==> src/pkg/wdc_pkg.sv <==
// Package for the watchdog control block: register map, field layout,
// reset values, cycle counts, shared types and decode helpers.
// Assumes a 32-bit classic Wishbone bus with byte addresses; one register per word.
package wdc_pkg;

    localparam int          ADR_W       = 12;
    localparam int          DIV_W       = 8;
    // Register indices; byte address is four times the index
    localparam logic [7:0]  CTRL_IDX    = 8'hAA;
    localparam logic [7:0]  STAT_IDX    = 8'hB0;
    localparam logic [7:0]  MASK_IDX    = 8'hB1;
    localparam logic [7:0]  UNLK_IDX    = 8'hB2;
    localparam logic [7:0]  CNT_IDX     = 8'hB3;
    // Unlock keys, arbitrary values
    localparam logic [7:0]  KEY_FIRST   = 8'h5A;
    localparam logic [7:0]  KEY_SECOND  = 8'hA5;
    // Option field value that selects general purpose timer mode
    localparam logic [3:0]  OPT_GP      = 4'hF;
    // Reset values
    localparam logic [2:0]  PS_RST      = 3'h7;
    localparam logic [2:0]  EVT_RST     = 3'h0;
    localparam logic [7:0]  BYTE_RST    = 8'h00;
    // Cycle counts
    localparam int          CLR_LAT_CYC = 2;
    localparam int          TA_WIN_CYC  = 8;

    typedef struct packed {
        logic       run;
        logic       clr;
        logic       tf;
        logic       lp;
        logic       rf;
        logic [2:0] ps;
    } wdc_ctrl_s;

    // Sticky event bits in status and mask registers
    typedef struct packed {
        logic ta_bad;
        logic wdt_rst;
        logic ovf;
    } wdc_evt_s;

    typedef enum logic [1:0] {
        TA_LOCK = 2'b00,
        TA_KEY  = 2'b01,
        TA_OPEN = 2'b10
    } wdc_ta_e;

    // Low bits of the divider that must all be set for a tick
    function automatic logic [DIV_W-1:0] wdc_div_mask(input logic [2:0] sel);
        case (sel)
            3'h0:    wdc_div_mask = 8'h00;
            3'h1:    wdc_div_mask = 8'h03;
            3'h2:    wdc_div_mask = 8'h07;
            3'h3:    wdc_div_mask = 8'h0F;
            3'h4:    wdc_div_mask = 8'h1F;
            3'h5:    wdc_div_mask = 8'h3F;
            3'h6:    wdc_div_mask = 8'h7F;
            default: wdc_div_mask = 8'hFF;
        endcase
    endfunction : wdc_div_mask

    function automatic logic wdc_hit(input logic [ADR_W-1:0] adr, input logic [7:0] idx);
        wdc_hit = (adr[ADR_W-1:2] == {2'h0, idx});
    endfunction : wdc_hit

endpackage : wdc_pkg
==> src/design/wdc_prescale.sv <==
// Watchdog clock prescaler: divider counting only while enabled, giving a one-cycle tick enable.
// Assumes enable and clear come from logic on the same clock.
module wdc_prescale
    import wdc_pkg::*;
(
    input  wire logic       clk,
    input  wire logic       rst,
    input  wire logic       clr,
    input  wire logic       en,
    input  wire logic [2:0] sel,
    output logic            tick
);

    logic [DIV_W-1:0] div_q;
    logic [DIV_W-1:0] mask;

    assign mask = wdc_div_mask(sel);
    assign tick = en && ((div_q & mask) == mask);

    always_ff @(posedge clk or posedge rst)
    begin
        if (rst)
            div_q <= BYTE_RST;
        else if (clr)
            div_q <= BYTE_RST;
        else if (en)
            div_q <= div_q + 8'h01;
    end

endmodule : wdc_prescale

==> src/design/wdc_top.sv <==
// Watchdog timer control with Wishbone register access and one interrupt.
// Assumes RST is the power-on reset; SYS_RST is any other chip reset, asynchronous.
//
// Operation
// - Clearing the run bit stops the counter and setting it starts counting.
// - Run and low-power bits act only when the option field is all ones (timer mode).
// - Writing 1 to the clear bit zeroes the count; writing 0 does nothing.
// - The clear bit reads 1 while a clear is pending and 0 once it is done.
// - Counter overflow sets the timeout flag, which stays set until software or a chip reset (SYS_RST) clears it.
// - In timer mode the low-power bit chooses halt or keep counting in Idle/Power-down.
// - A watchdog reset sets the reset flag in hardware; software should clear it.
// - The reset flag clears on power-on, sets on watchdog reset, holds on other resets.
// - The prescale field selects division 1/1 to 1/256, largest by default.
// - With a nonzero clock divider in Power-down the watchdog reset does not fire.
// - Control writes are taken only while the timed-access unlock is open.
// - Power-on sets all prescale bits; other resets leave them unchanged.
module wdc_top
    import wdc_pkg::*;
#(
    parameter int CNT_W = 6
)
(
    input  wire logic              REF_CLK,
    input  wire logic              RST,
    input  wire logic              CYC_I,
    input  wire logic              STB_I,
    input  wire logic              WE_I,
    input  wire logic [ADR_W-1:0]  ADR_I,
    input  wire logic [3:0]        SEL_I,
    input  wire logic [31:0]       DAT_I,
    output logic      [31:0]       DAT_O,
    output logic                   ACK_O,
    output logic                   IRQ_O,
    input  wire logic [3:0]        CFG_OPT,
    input  wire logic              SYS_RST,
    input  wire logic              IDLE,
    input  wire logic              PDOWN,
    input  wire logic [7:0]        CLK_DIV,
    output logic                   WDT_RST_O
);

    logic              ack_q;
    logic [31:0]       dat_q;
    logic [31:0]       rd_d;
    logic [3:0]        cfg_s1_q;
    logic [3:0]        cfg_s2_q;
    logic              srst_s1_q;
    logic              srst_s2_q;
    logic              acc;
    logic              wr;
    logic              ctrl_wr;
    logic              ctrl_ok;
    logic              gp_mode;
    logic              low_pwr;
    logic              cnt_en;
    logic              tick;
    logic              ovf;
    logic              rst_block;
    logic              soft_rst;
    logic              clr_done;
    logic              run_q;
    logic              lp_q;
    logic              tf_q;
    logic              rf_q;
    logic [2:0]        ps_q;
    logic              clr_q;
    logic [1:0]        clr_cnt_q;
    logic [CNT_W-1:0]  cnt_q;
    logic              wdt_rst_q;
    wdc_ta_e           ta_q;
    logic [3:0]        ta_cnt_q;
    wdc_evt_s          stat_q;
    wdc_evt_s          mask_q;
    wdc_evt_s          evt;
    wdc_ctrl_s         wd;
    wdc_ctrl_s         rd_ctrl;

    // Option straps and the chip reset come from outside this clock
    always_ff @(posedge REF_CLK or posedge RST)
    begin
        if (RST)
        begin
            cfg_s1_q  <= 4'h0;
            cfg_s2_q  <= 4'h0;
            srst_s1_q <= 1'b1;
            srst_s2_q <= 1'b1;
        end
        else
        begin
            cfg_s1_q  <= CFG_OPT;
            cfg_s2_q  <= cfg_s1_q;
            srst_s1_q <= SYS_RST;
            srst_s2_q <= srst_s1_q;
        end
    end

    // Bus slave: answer one cycle after the request, unmapped reads give zero
    assign acc     = CYC_I && STB_I && !ack_q;
    assign wr      = acc && WE_I && SEL_I[0];
    assign ctrl_wr = wr && wdc_hit(ADR_I, CTRL_IDX);
    assign ctrl_ok = ctrl_wr && (ta_q == TA_OPEN);
    assign wd      = wdc_ctrl_s'(DAT_I[7:0]);
    assign ACK_O   = ack_q;
    assign DAT_O   = dat_q;

    always_ff @(posedge REF_CLK or posedge RST)
    begin
        if (RST)
            ack_q <= 1'b0;
        else
            ack_q <= acc;
    end

    assign rd_ctrl = '{run: run_q, clr: clr_q, tf: tf_q, lp: lp_q, rf: rf_q, ps: ps_q};

    always_comb
    begin
        rd_d = 32'h0000_0000;
        if (wdc_hit(ADR_I, CTRL_IDX))
            rd_d[7:0] = rd_ctrl;
        else if (wdc_hit(ADR_I, STAT_IDX))
            rd_d[2:0] = stat_q;
        else if (wdc_hit(ADR_I, MASK_IDX))
            rd_d[2:0] = mask_q;
        else if (wdc_hit(ADR_I, UNLK_IDX))
            rd_d[0] = (ta_q == TA_OPEN);
        else if (wdc_hit(ADR_I, CNT_IDX))
            rd_d[CNT_W-1:0] = cnt_q;
    end

    always_ff @(posedge REF_CLK or posedge RST)
    begin
        if (RST)
            dat_q <= 32'h0000_0000;
        else if (acc && !WE_I)
            dat_q <= rd_d;
    end

    // Timed access: two key writes open a short window for one control write
    always_ff @(posedge REF_CLK or posedge RST)
    begin
        if (RST)
        begin
            ta_q     <= TA_LOCK;
            ta_cnt_q <= 4'h0;
        end
        else if (soft_rst || ctrl_wr)
            ta_q <= TA_LOCK;
        else
        begin
            case (ta_q)
                TA_LOCK:
                    if (wr && wdc_hit(ADR_I, UNLK_IDX) && DAT_I[7:0] == KEY_FIRST)
                        ta_q <= TA_KEY;
                TA_KEY:
                    if (wr && wdc_hit(ADR_I, UNLK_IDX))
                    begin
                        ta_q     <= (DAT_I[7:0] == KEY_SECOND) ? TA_OPEN : TA_LOCK;
                        ta_cnt_q <= 4'(TA_WIN_CYC - 1);
                    end
                TA_OPEN:
                    if (ta_cnt_q == 4'h0)
                        ta_q <= TA_LOCK;
                    else
                        ta_cnt_q <= ta_cnt_q - 4'h1;
                default:
                    ta_q <= TA_LOCK;
            endcase
        end
    end

    // Mode and gating
    assign gp_mode   = (cfg_s2_q == OPT_GP);
    assign low_pwr   = IDLE || PDOWN;
    assign cnt_en    = gp_mode ? (run_q && !(low_pwr && !lp_q)) : 1'b1;
    assign rst_block = PDOWN && (CLK_DIV != 8'h00);
    assign soft_rst  = srst_s2_q || wdt_rst_q;

    // Run and low-power bits; a watchdog or chip reset clears both
    always_ff @(posedge REF_CLK or posedge RST)
    begin
        if (RST)
        begin
            run_q <= 1'b0;
            lp_q  <= 1'b0;
        end
        else if (soft_rst)
        begin
            run_q <= 1'b0;
            lp_q  <= 1'b0;
        end
        else if (ctrl_ok)
        begin
            run_q <= wd.run;
            lp_q  <= wd.lp;
        end
    end

    // Counter clear stays pending for a fixed latency, then completes
    assign clr_done = clr_q && (clr_cnt_q == 2'(CLR_LAT_CYC - 1));

    always_ff @(posedge REF_CLK or posedge RST)
    begin
        if (RST)
        begin
            clr_q     <= 1'b0;
            clr_cnt_q <= 2'h0;
        end
        else if (soft_rst)
            clr_q <= 1'b0;
        else if (ctrl_ok && wd.clr)
        begin
            clr_q     <= 1'b1;
            clr_cnt_q <= 2'h0;
        end
        else if (clr_done)
            clr_q <= 1'b0;
        else if (clr_q)
            clr_cnt_q <= clr_cnt_q + 2'h1;
    end

    wdc_prescale wdc_prescale_inst (
        .clk  (REF_CLK),
        .rst  (RST),
        .clr  (soft_rst || clr_done),
        .en   (cnt_en),
        .sel  (ps_q),
        .tick (tick)
    );

    assign ovf = tick && (&cnt_q) && !clr_done && !soft_rst;

    always_ff @(posedge REF_CLK or posedge RST)
    begin
        if (RST)
            cnt_q <= '0;
        else if (soft_rst || clr_done)
            cnt_q <= '0;
        else if (tick)
            cnt_q <= cnt_q + 1'b1;
    end

    // Timeout flag: hardware set wins over a software clear
    always_ff @(posedge REF_CLK or posedge RST)
    begin
        if (RST)
            tf_q <= 1'b0;
        else if (ovf)
            tf_q <= 1'b1;
        else if (srst_s2_q)
            tf_q <= 1'b0;
        else if (ctrl_ok)
            tf_q <= wd.tf;
    end

    // Device reset pulse on overflow in reset-timer mode
    always_ff @(posedge REF_CLK or posedge RST)
    begin
        if (RST)
            wdt_rst_q <= 1'b0;
        else
            wdt_rst_q <= ovf && !gp_mode && !rst_block;
    end

    assign WDT_RST_O = wdt_rst_q;

    // Reset flag and prescale survive every reset but power-on
    always_ff @(posedge REF_CLK or posedge RST)
    begin
        if (RST)
            rf_q <= 1'b0;
        else if (wdt_rst_q)
            rf_q <= 1'b1;
        else if (ctrl_ok)
            rf_q <= wd.rf;
    end

    always_ff @(posedge REF_CLK or posedge RST)
    begin
        if (RST)
            ps_q <= PS_RST;
        else if (ctrl_ok)
            ps_q <= wd.ps;
    end

    // Interrupt: sticky events, cleared by reading status; a new event wins
    assign evt = '{ta_bad: ctrl_wr && !ctrl_ok, wdt_rst: wdt_rst_q, ovf: ovf};

    always_ff @(posedge REF_CLK or posedge RST)
    begin
        if (RST)
            stat_q <= EVT_RST;
        else if (acc && !WE_I && wdc_hit(ADR_I, STAT_IDX))
            stat_q <= evt;
        else
            stat_q <= stat_q | evt;
    end

    always_ff @(posedge REF_CLK or posedge RST)
    begin
        if (RST)
            mask_q <= EVT_RST;
        else if (wr && wdc_hit(ADR_I, MASK_IDX))
            mask_q <= wdc_evt_s'(DAT_I[2:0]);
    end

    assign IRQ_O = |(stat_q & mask_q);

    // Checks
    chk_run_stop: assert property (@(posedge REF_CLK) disable iff (RST)
        (gp_mode && !run_q && !clr_done && !soft_rst) |=> $stable(cnt_q))
        else $error("counter moved while stopped");

    chk_mode_gate: assert property (@(posedge REF_CLK) disable iff (RST)
        (!gp_mode && !soft_rst && !clr_done && ps_q == 3'h0) |=> !$stable(cnt_q))
        else $error("reset-timer mode did not count");

    chk_clear_zero: assert property (@(posedge REF_CLK) disable iff (RST)
        (ctrl_ok && wd.clr && !soft_rst) ##1 !soft_rst |-> clr_q ##2 (cnt_q == '0))
        else $error("clear did not zero counter");

    chk_clear_read: assert property (@(posedge REF_CLK) disable iff (RST)
        (ctrl_ok && wd.clr && !soft_rst) ##1 (!soft_rst && !ctrl_ok) [*2] |=> !clr_q)
        else $error("clear pending too long");

    chk_tf_set: assert property (@(posedge REF_CLK) disable iff (RST)
        ovf |=> tf_q)
        else $error("overflow did not set flag");

    chk_tf_hold: assert property (@(posedge REF_CLK) disable iff (RST)
        (tf_q && !ctrl_ok && !srst_s2_q) |=> tf_q)
        else $error("timeout flag lost");

    chk_lp_halt: assert property (@(posedge REF_CLK) disable iff (RST)
        (gp_mode && low_pwr && !lp_q) |-> !tick)
        else $error("tick in low power with halt selected");

    chk_rf_set: assert property (@(posedge REF_CLK) disable iff (RST)
        wdt_rst_q |=> rf_q)
        else $error("watchdog reset did not set flag");

    chk_rf_keep: assert property (@(posedge REF_CLK) disable iff (RST)
        (srst_s2_q && !wdt_rst_q && !ctrl_ok) |=> (rf_q == $past(rf_q)))
        else $error("reset flag changed on other reset");

    chk_pd_block: assert property (@(posedge REF_CLK) disable iff (RST)
        (ovf && rst_block) |=> !WDT_RST_O)
        else $error("reset fired while blocked");

    chk_ta_guard: assert property (@(posedge REF_CLK) disable iff (RST)
        (ctrl_wr && ta_q != TA_OPEN && !soft_rst) |=> $stable(ps_q) && $stable(run_q))
        else $error("locked control write took effect");

    chk_ps_keep: assert property (@(posedge REF_CLK) disable iff (RST)
        (srst_s2_q && !ctrl_ok) |=> $stable(ps_q))
        else $error("prescale changed on other reset");

    chk_rst_out: assert property (@(posedge REF_CLK) disable iff (RST)
        (ovf && !gp_mode && !rst_block) |=> WDT_RST_O ##1 !WDT_RST_O)
        else $error("overflow reset pulse wrong");

endmodule : wdc_top

==> config.mk <==
export PLATFORM = sky130hd
export DESIGN_NAME = wdc_top
export DESIGN_NICKNAME = d
export VERILOG_FILES = /design/src/pkg/wdc_pkg.sv /design/src/design/wdc_prescale.sv /design/src/design/wdc_top.sv
export SDC_FILE = /design/constraint.sdc
export NUM_CORES = 1
export LEC_CHECK = 0
export BUFFER_PORTS_ARGS = -buffer_cell sky130_fd_sc_hd__buf_2
export CORE_ASPECT_RATIO = 2
export CORE_UTILIZATION = 50
export DETAILED_ROUTE_END_ITERATION = 7
export PLACE_DENSITY = 0.8
export REMOVE_ABC_BUFFERS = 1
export SLEW_MARGIN = 20
export SYNTH_ARGS = -nofsm -noshare
export SYNTH_HDL_FRONTEND = slang
export SYNTH_SLANG_ARGS = --single-unit
==> constraint.sdc <==
create_clock -name REF_CLK -period 2.53 [get_ports REF_CLK]
set_input_delay 0.253 -clock REF_CLK [delete_from_list [all_inputs] [get_ports REF_CLK]]
set_output_delay 0.253 -clock REF_CLK [all_outputs]
set_load 0.02 [all_outputs]
Word-level counts from Yosys, hierarchy flattened
Index checks and enable logic that the tools add are counted.
- add/sub/neg operators: 4
- equality and inequality tests: 24
- muxes and demuxes: 40
- bitwise logic cells: 5
- reductions and logical operators: 53
- operators with widths (kind ; number):
    one-hot mux 8 bit (7 select lines) ; 1
    == test 10 x 8 -> 1 bit (second input constant) ; 5
    two-way mux 6 bit ; 4
    logical AND 1 bit ; 23
    two-way mux 2 bit ; 9
    two-way mux 8 bit ; 2
    two-way mux 3 bit ; 5
    two-way mux 1 bit ; 14
    nonzero test 2 bit ; 6
    == test 3 bit (second input constant) ; 3
    zero test 1 bit ; 9
    adder 8 x 1 -> 8 bit (second input constant) ; 1
    bitwise AND 8 bit ; 1
    == test 8 x 7 -> 1 bit (second input constant) ; 1
    == test 8 bit ; 1
    == test 8 bit (second input constant) ; 1
    two-way mux 4 bit ; 2
    one-hot mux 4 bit (2 select lines) ; 1
    nonzero test 8 bit ; 1
    adder 6 x 1 -> 6 bit (second input constant) ; 1
    == test 3 x 2 -> 1 bit (second input constant) ; 2
    inequality test 3 bit (second input constant) ; 2
    one-hot mux 2 bit (3 select lines) ; 1
    AND reduction 3 bit ; 2
    other kinds (21) ; 28
- register bits: 56
- input bits: 68
- output and inout bits: 35
- logic and storage cells: 150

Longest topological paths before layout
- depth in word-level cells: 11
- gate-level depth with buffers: 7

Cells and area by module
Synthesis repeated with hierarchy kept, for this count alone.
- cell total of the unflattened synthesis: 284
- area, all modules: 2892.8 µm²
- modules (own cells, without submodules) (module ; instances ; cells an instance ; area an instance (µm²) ; seq. area each (µm²)):
    wdc_top ; 1 ; 237 ; 2458.6 ; 1207.4
    wdc_prescale ; 1 ; 47 ; 434.2 ; 200.2

Worst setup path before layout
Ideal clock, no wire load.
- path kind: input to register
- from: input ADR_I[4]
- to: register stat_q[1] (netlist bit)
- arrival time: 1919 ps
- data required time: 2412 ps
- setup slack: 493 ps
- stages: 5
- cell sequence: or3_4 -> or4_1 -> buf_2 -> or4_4 -> a21o_1
- cells in the longest elaborated chain, start to end: 3
- RTL lines (element ; RTL line ; source):
    start: declaration ; wdc_top.sv:28 ; input wire logic [ADR_W-1:0] ADR_I,
    == test 10 x 8 -> 1 bit ; wdc_pkg.sv:64 ; wdc_hit = (adr[ADR_W-1:2] == {2'h0, idx});
    logical AND 1 bit ; wdc_top.sv:293 ; else if (acc && !WE_I && wdc_hit(ADR_I, STAT_IDX))
    two-way mux 3 bit ; wdc_top.sv:293 ;
    end signal: assignment ; wdc_top.sv:294 ; stat_q <= evt;
    end signal: assignment ; wdc_top.sv:296 ; stat_q <= stat_q | evt;
    end: declaration ; wdc_top.sv:72 ; wdc_evt_s stat_q;
No other way between the ends.
A chain may end at the register's enable or synchronous reset.

Final worst setup path
- from: register ack_q (netlist: ACK_O)
- to: register ta_cnt_q[0]
- cells in the longest elaborated chain, start to end: 8
- elaborated cells between the ends (all ways): 10
- those cells by class: eq/ne (1); bitwise (1); reduce/logical (8)
- RTL lines (element ; RTL line ; source):
    start: declaration ; wdc_top.sv:42 ; logic ack_q;
    start signal: assignment ; wdc_top.sv:109 ; ack_q <= 1'b0;
    start signal: assignment ; wdc_top.sv:111 ; ack_q <= acc;
    zero test 1 bit * ; wdc_top.sv:98 ; assign acc = CYC_I && STB_I && !ack_q;
    logical AND 1 bit * ; wdc_top.sv:98 ;
    logical AND 1 bit * (2 in series) ; wdc_top.sv:99 ; assign wr = acc && WE_I && SEL_I[0];
    parallel branches: the longest is 3 deep, another holds inequality test 2 bit ; -- ;
    AND reduction 4 bit (no line) * ; -- ;
    end signal: assignment ; wdc_top.sv:159 ; ta_cnt_q <= 4'(TA_WIN_CYC - 1);
    end signal: assignment ; wdc_top.sv:165 ; ta_cnt_q <= ta_cnt_q - 4'h1;
    end: declaration ; wdc_top.sv:71 ; logic [3:0] ta_cnt_q;
Mark *: on every way between the ends.

==> results.sh <==
export IMPL_status="finished clean"
export IMPL_crit_path_start_kind="flip-flop"
export IMPL_placement_io_buffers=49
export IMPL_ys_async_sr_fraction_pct=100
export IMPL_power_leakage_nw=1.60
export IMPL_synth_edf_count=0
export IMPL_finalHoldViolCount=0
export IMPL_synth_seq_cells=56
export IMPL_die_area_mm2=0.00625
export IMPL_numPlacedInstances=407
export IMPL_yosysWarnings=0
export IMPL_wl_per_cell_um=15.8
export IMPL_synth_area_mm2=0.00296
export IMPL_holdBufCountCts=0
export IMPL_ios=103
export IMPL_path_max_fanout=4
export IMPL_arrival_ns=2.34
export IMPL_instances_no_fill=415
export IMPL_cts_resized=0
export IMPL_synth_area_per_cell_um2=9.81
export IMPL_cts_tree="done"
export IMPL_ir_worst_vdd_uv=652
export IMPL_ys_seq_area_share_pct=47.5
export IMPL_worstMarginPinSlew_ns=0.749
export IMPL_drt_pass1_iter_count=4
export IMPL_worstSetupPathType="flip-flop to flip-flop"
export IMPL_p_int_mw=1.38
export IMPL_finalSetupViolations=0
export IMPL_grt_max_degree=57
export IMPL_fmax_ghz=0.473
export IMPL_final_max_slew_viol_count=0
export IMPL_cts_sinks=56
export IMPL_synthCells=302
export IMPL_finalWirelength_um=6570
export IMPL_core_mm2=0.00571
export IMPL_cp_slowest_cell="a2111oi_0"
export IMPL_max_slew_margin_pct=48.7
export IMPL_antenna_found_initial=0
export IMPL_finalPower_mw=1.87
export IMPL_power_share_clock_pct=38.8
export IMPL_cp_end_kind="flip-flop"
export IMPL_hold_worst_slack_ns=0.0448
export IMPL_tns_ns=0
export IMPL_final_area_mm2=0.00334
export IMPL_fin_nets=425
export IMPL_root_buffer="clkbuf_16"
export IMPL_grt_pass1_wl_um=10700
export IMPL_synth_top_area_cell="dfrtp_1"
export IMPL_crit_required_ns=2.76
export IMPL_vias=2403
export IMPL_ys_types=54
export IMPL_track_usage_pct=22.2
export IMPL_seq_power_share_pct=50.8
export IMPL_swShare_pct=25.8
export IMPL_postCtsSetupBuffers=0
export IMPL_fin_util_pct=58.6
export IMPL_overflow=0
export IMPL_dr_first_iter_drc_count=108
export IMPL_htreeDepth=2
export IMPL_start_util_pct=51.9
export IMPL_finalCritPeriodShare_pct=83.6
export IMPL_pwr_share_comb_pct=10.4
export IMPL_worstSkewPairLatency_ns=0.30
export IMPL_postRouteAntennaNets=0
export IMPL_layout_drive_gt1_share_pct=23.4
export IMPL_place_ws_ns=0.235
export IMPL_cp_cell_sequence="nand3b_1, nor4_4, nand2_1, a2111oi_0, a2bb2oi_1"
export IMPL_grt_pass1_vias=2346
export IMPL_dieHeight_um=111
export IMPL_maxCapViolCount=0
export IMPL_route_detailed_drc=0
export IMPL_rsz0062_at_grt="false"
export IMPL_clk_pin_slew_worst_paths_ns=0.07
export IMPL_die_w_um=56.4
export IMPL_hpwl_um=5000
export IMPL_yosys_most_used_dff="dfrtp_1"
export IMPL_fin_ws_ns=0.415
export IMPL_clock_path_buffers=2
export IMPL_synth_top_area_share_pct=43.1
export IMPL_dpl_instance_area_mm2=0.00319
export IMPL_power_density_mw_per_mm2=558
export IMPL_cts_buffers=5
export IMPL_gp_congestion=0.836
export IMPL_netSwitchingPower_mw=0.483
export IMPL_row_count=39
export IMPL_diodes=0
export IMPL_cpPeakStageDelay_ns=0.73
export IMPL_viasPerCell=5.79
export IMPL_min_path_type="primary input to flip-flop"
export IMPL_min_period_ns=2.11
export IMPL_area_growth_pct=12.9
export IMPL_finClkSkew_ns=0.00414
export IMPL_synthTopCellsByArea="dfrtp_1 43%, buf_4 6.1%, dfstp_2 4.4%"
-- final timing paths --
| path | end | cells past startpoint | start | slack [ns] |
|---|---|---|---|---|
| worst min-delay path | srst_s1_q | 1 | SYS_RST | 0.04 |
| worst min register to register | cfg_s2_q[3] | 0 | cfg_s1_q[3] | 0.35 |
| worst max-delay path | ta_cnt_q[0] | 5 | ACK_O | 0.42 |
| max in group asynchronous | ACK_O | 3 | RST | 1.92 |
| worst max register to register | ta_cnt_q[0] | 5 | ACK_O | 0.42 |
| min in group asynchronous | clr_cnt_q[1] | 3 | RST | 0.14 |
-- Yosys cell counts, types with 7 or more instances --
library cell  number
nor2_1            29
mux2_2             8
buf_4             24
nand3_1           13
dfrtp_1           51
nand2b_1           9
nand2_1           24
a21oi_1           18
nor3_1             7
mux2i_1            8
inv_1             10
o21ai_0            9
clkbuf_1           7
-- cells by family (layout without fill, tap and decap cells) --
family,Yosys count,count (layout),synth area share (%)
AO/OA/AOI/OAI,56,56,12.5
XOR/XNOR,8,8,2.37
adder cells (fa/ha/maj),4,4,1.69
buffers and inverters,43,72,8.58
flip-flops,56,56,47.5
multiplexers,16,16,5.75
other,1,24,0.127
AND/OR/NAND/NOR,118,118,21.5
-- cell type report --
type	count	area [µm²]
Clock inverter	2	15.0
Clock buffer	6	139
Inverter	10	37.5
Tap cell	61	76.3
Fill cell	500	2360
Multi-Input combinational cell	226	1390
Timing Repair Buffer	54	283
Sequential cell	56	1410
-- layer usage --
layer  global-route usage, %  vias to the layer above  wire length (µm)
met5                       0                        -                 0
met4                    15.0                        0               296
met3                    3.73                       23               311
met2                    38.6                       85              3600
met1                    23.7                     1172              2360
li1                        -                     1123                 -
-- power groups by stage --
stage                     sequential [mW]  clock (mW)  combinational, mW
after global routing                0.950       0.775              0.213
after floorplan                     0.975           0              0.106
after global placement              0.963           0              0.190
final                               0.948       0.725              0.194
after CTS                           0.947       0.734              0.196
after detailed placement            0.965           0              0.195
-- critical path: cells and delay by family, from the launching register on --
family	cells	cell delay (ns)
AOI/OAI and AO/OA	2	0.92
DFF	1	0.37
and+or+nand+nor	3	0.76
-- sequential cells by signal, summed over array words and instances (netlist names), 2 cells and up --
register                 cells
DAT_O                        8
cfg_s1_q                     4
cfg_s2_q                     4
clr_cnt_q                    2
cnt_q                        6
mask_q                       3
ps_q                         3
stat_q                       3
ta_cnt_q                     4
ta_q                         2
wdc_prescale_inst.div_q      8
-- cells in the final DEF (no fill, tap or decap), drive strengths merged, types with 2 or more instances in the layout --
cell      netlist  layout
o31ai           2       2
xnor2           6       6
or3             4       4
a221oi          4       4
o21bai          2       2
a21oi          18      18
or4             7       7
nor2           29      29
a2bb2oi         2       2
dfstp           5       5
nor3            7       7
nor3b           2       2
nand3b          3       3
clkinvlp        0       2
xor2            2       2
nand2b          9       9
mux2i           8       8
o31a            2       2
o21ai           9       9
nand4           4       4
buf            26      54
nor4            4       4
mux2            8       8
nand3          13      13
nand4b          2       2
nor2b           3       3
conb            1      24
o22ai           2       2
ha              4       4
clkbuf          7       6
nand2          24      24
inv            10      10
and2            2       2
dfrtp          51      51
a31oi           2       2
nor4b           2       2
a21o            2       2
a22oi           2       2
(Power assumes the default switching activity.)
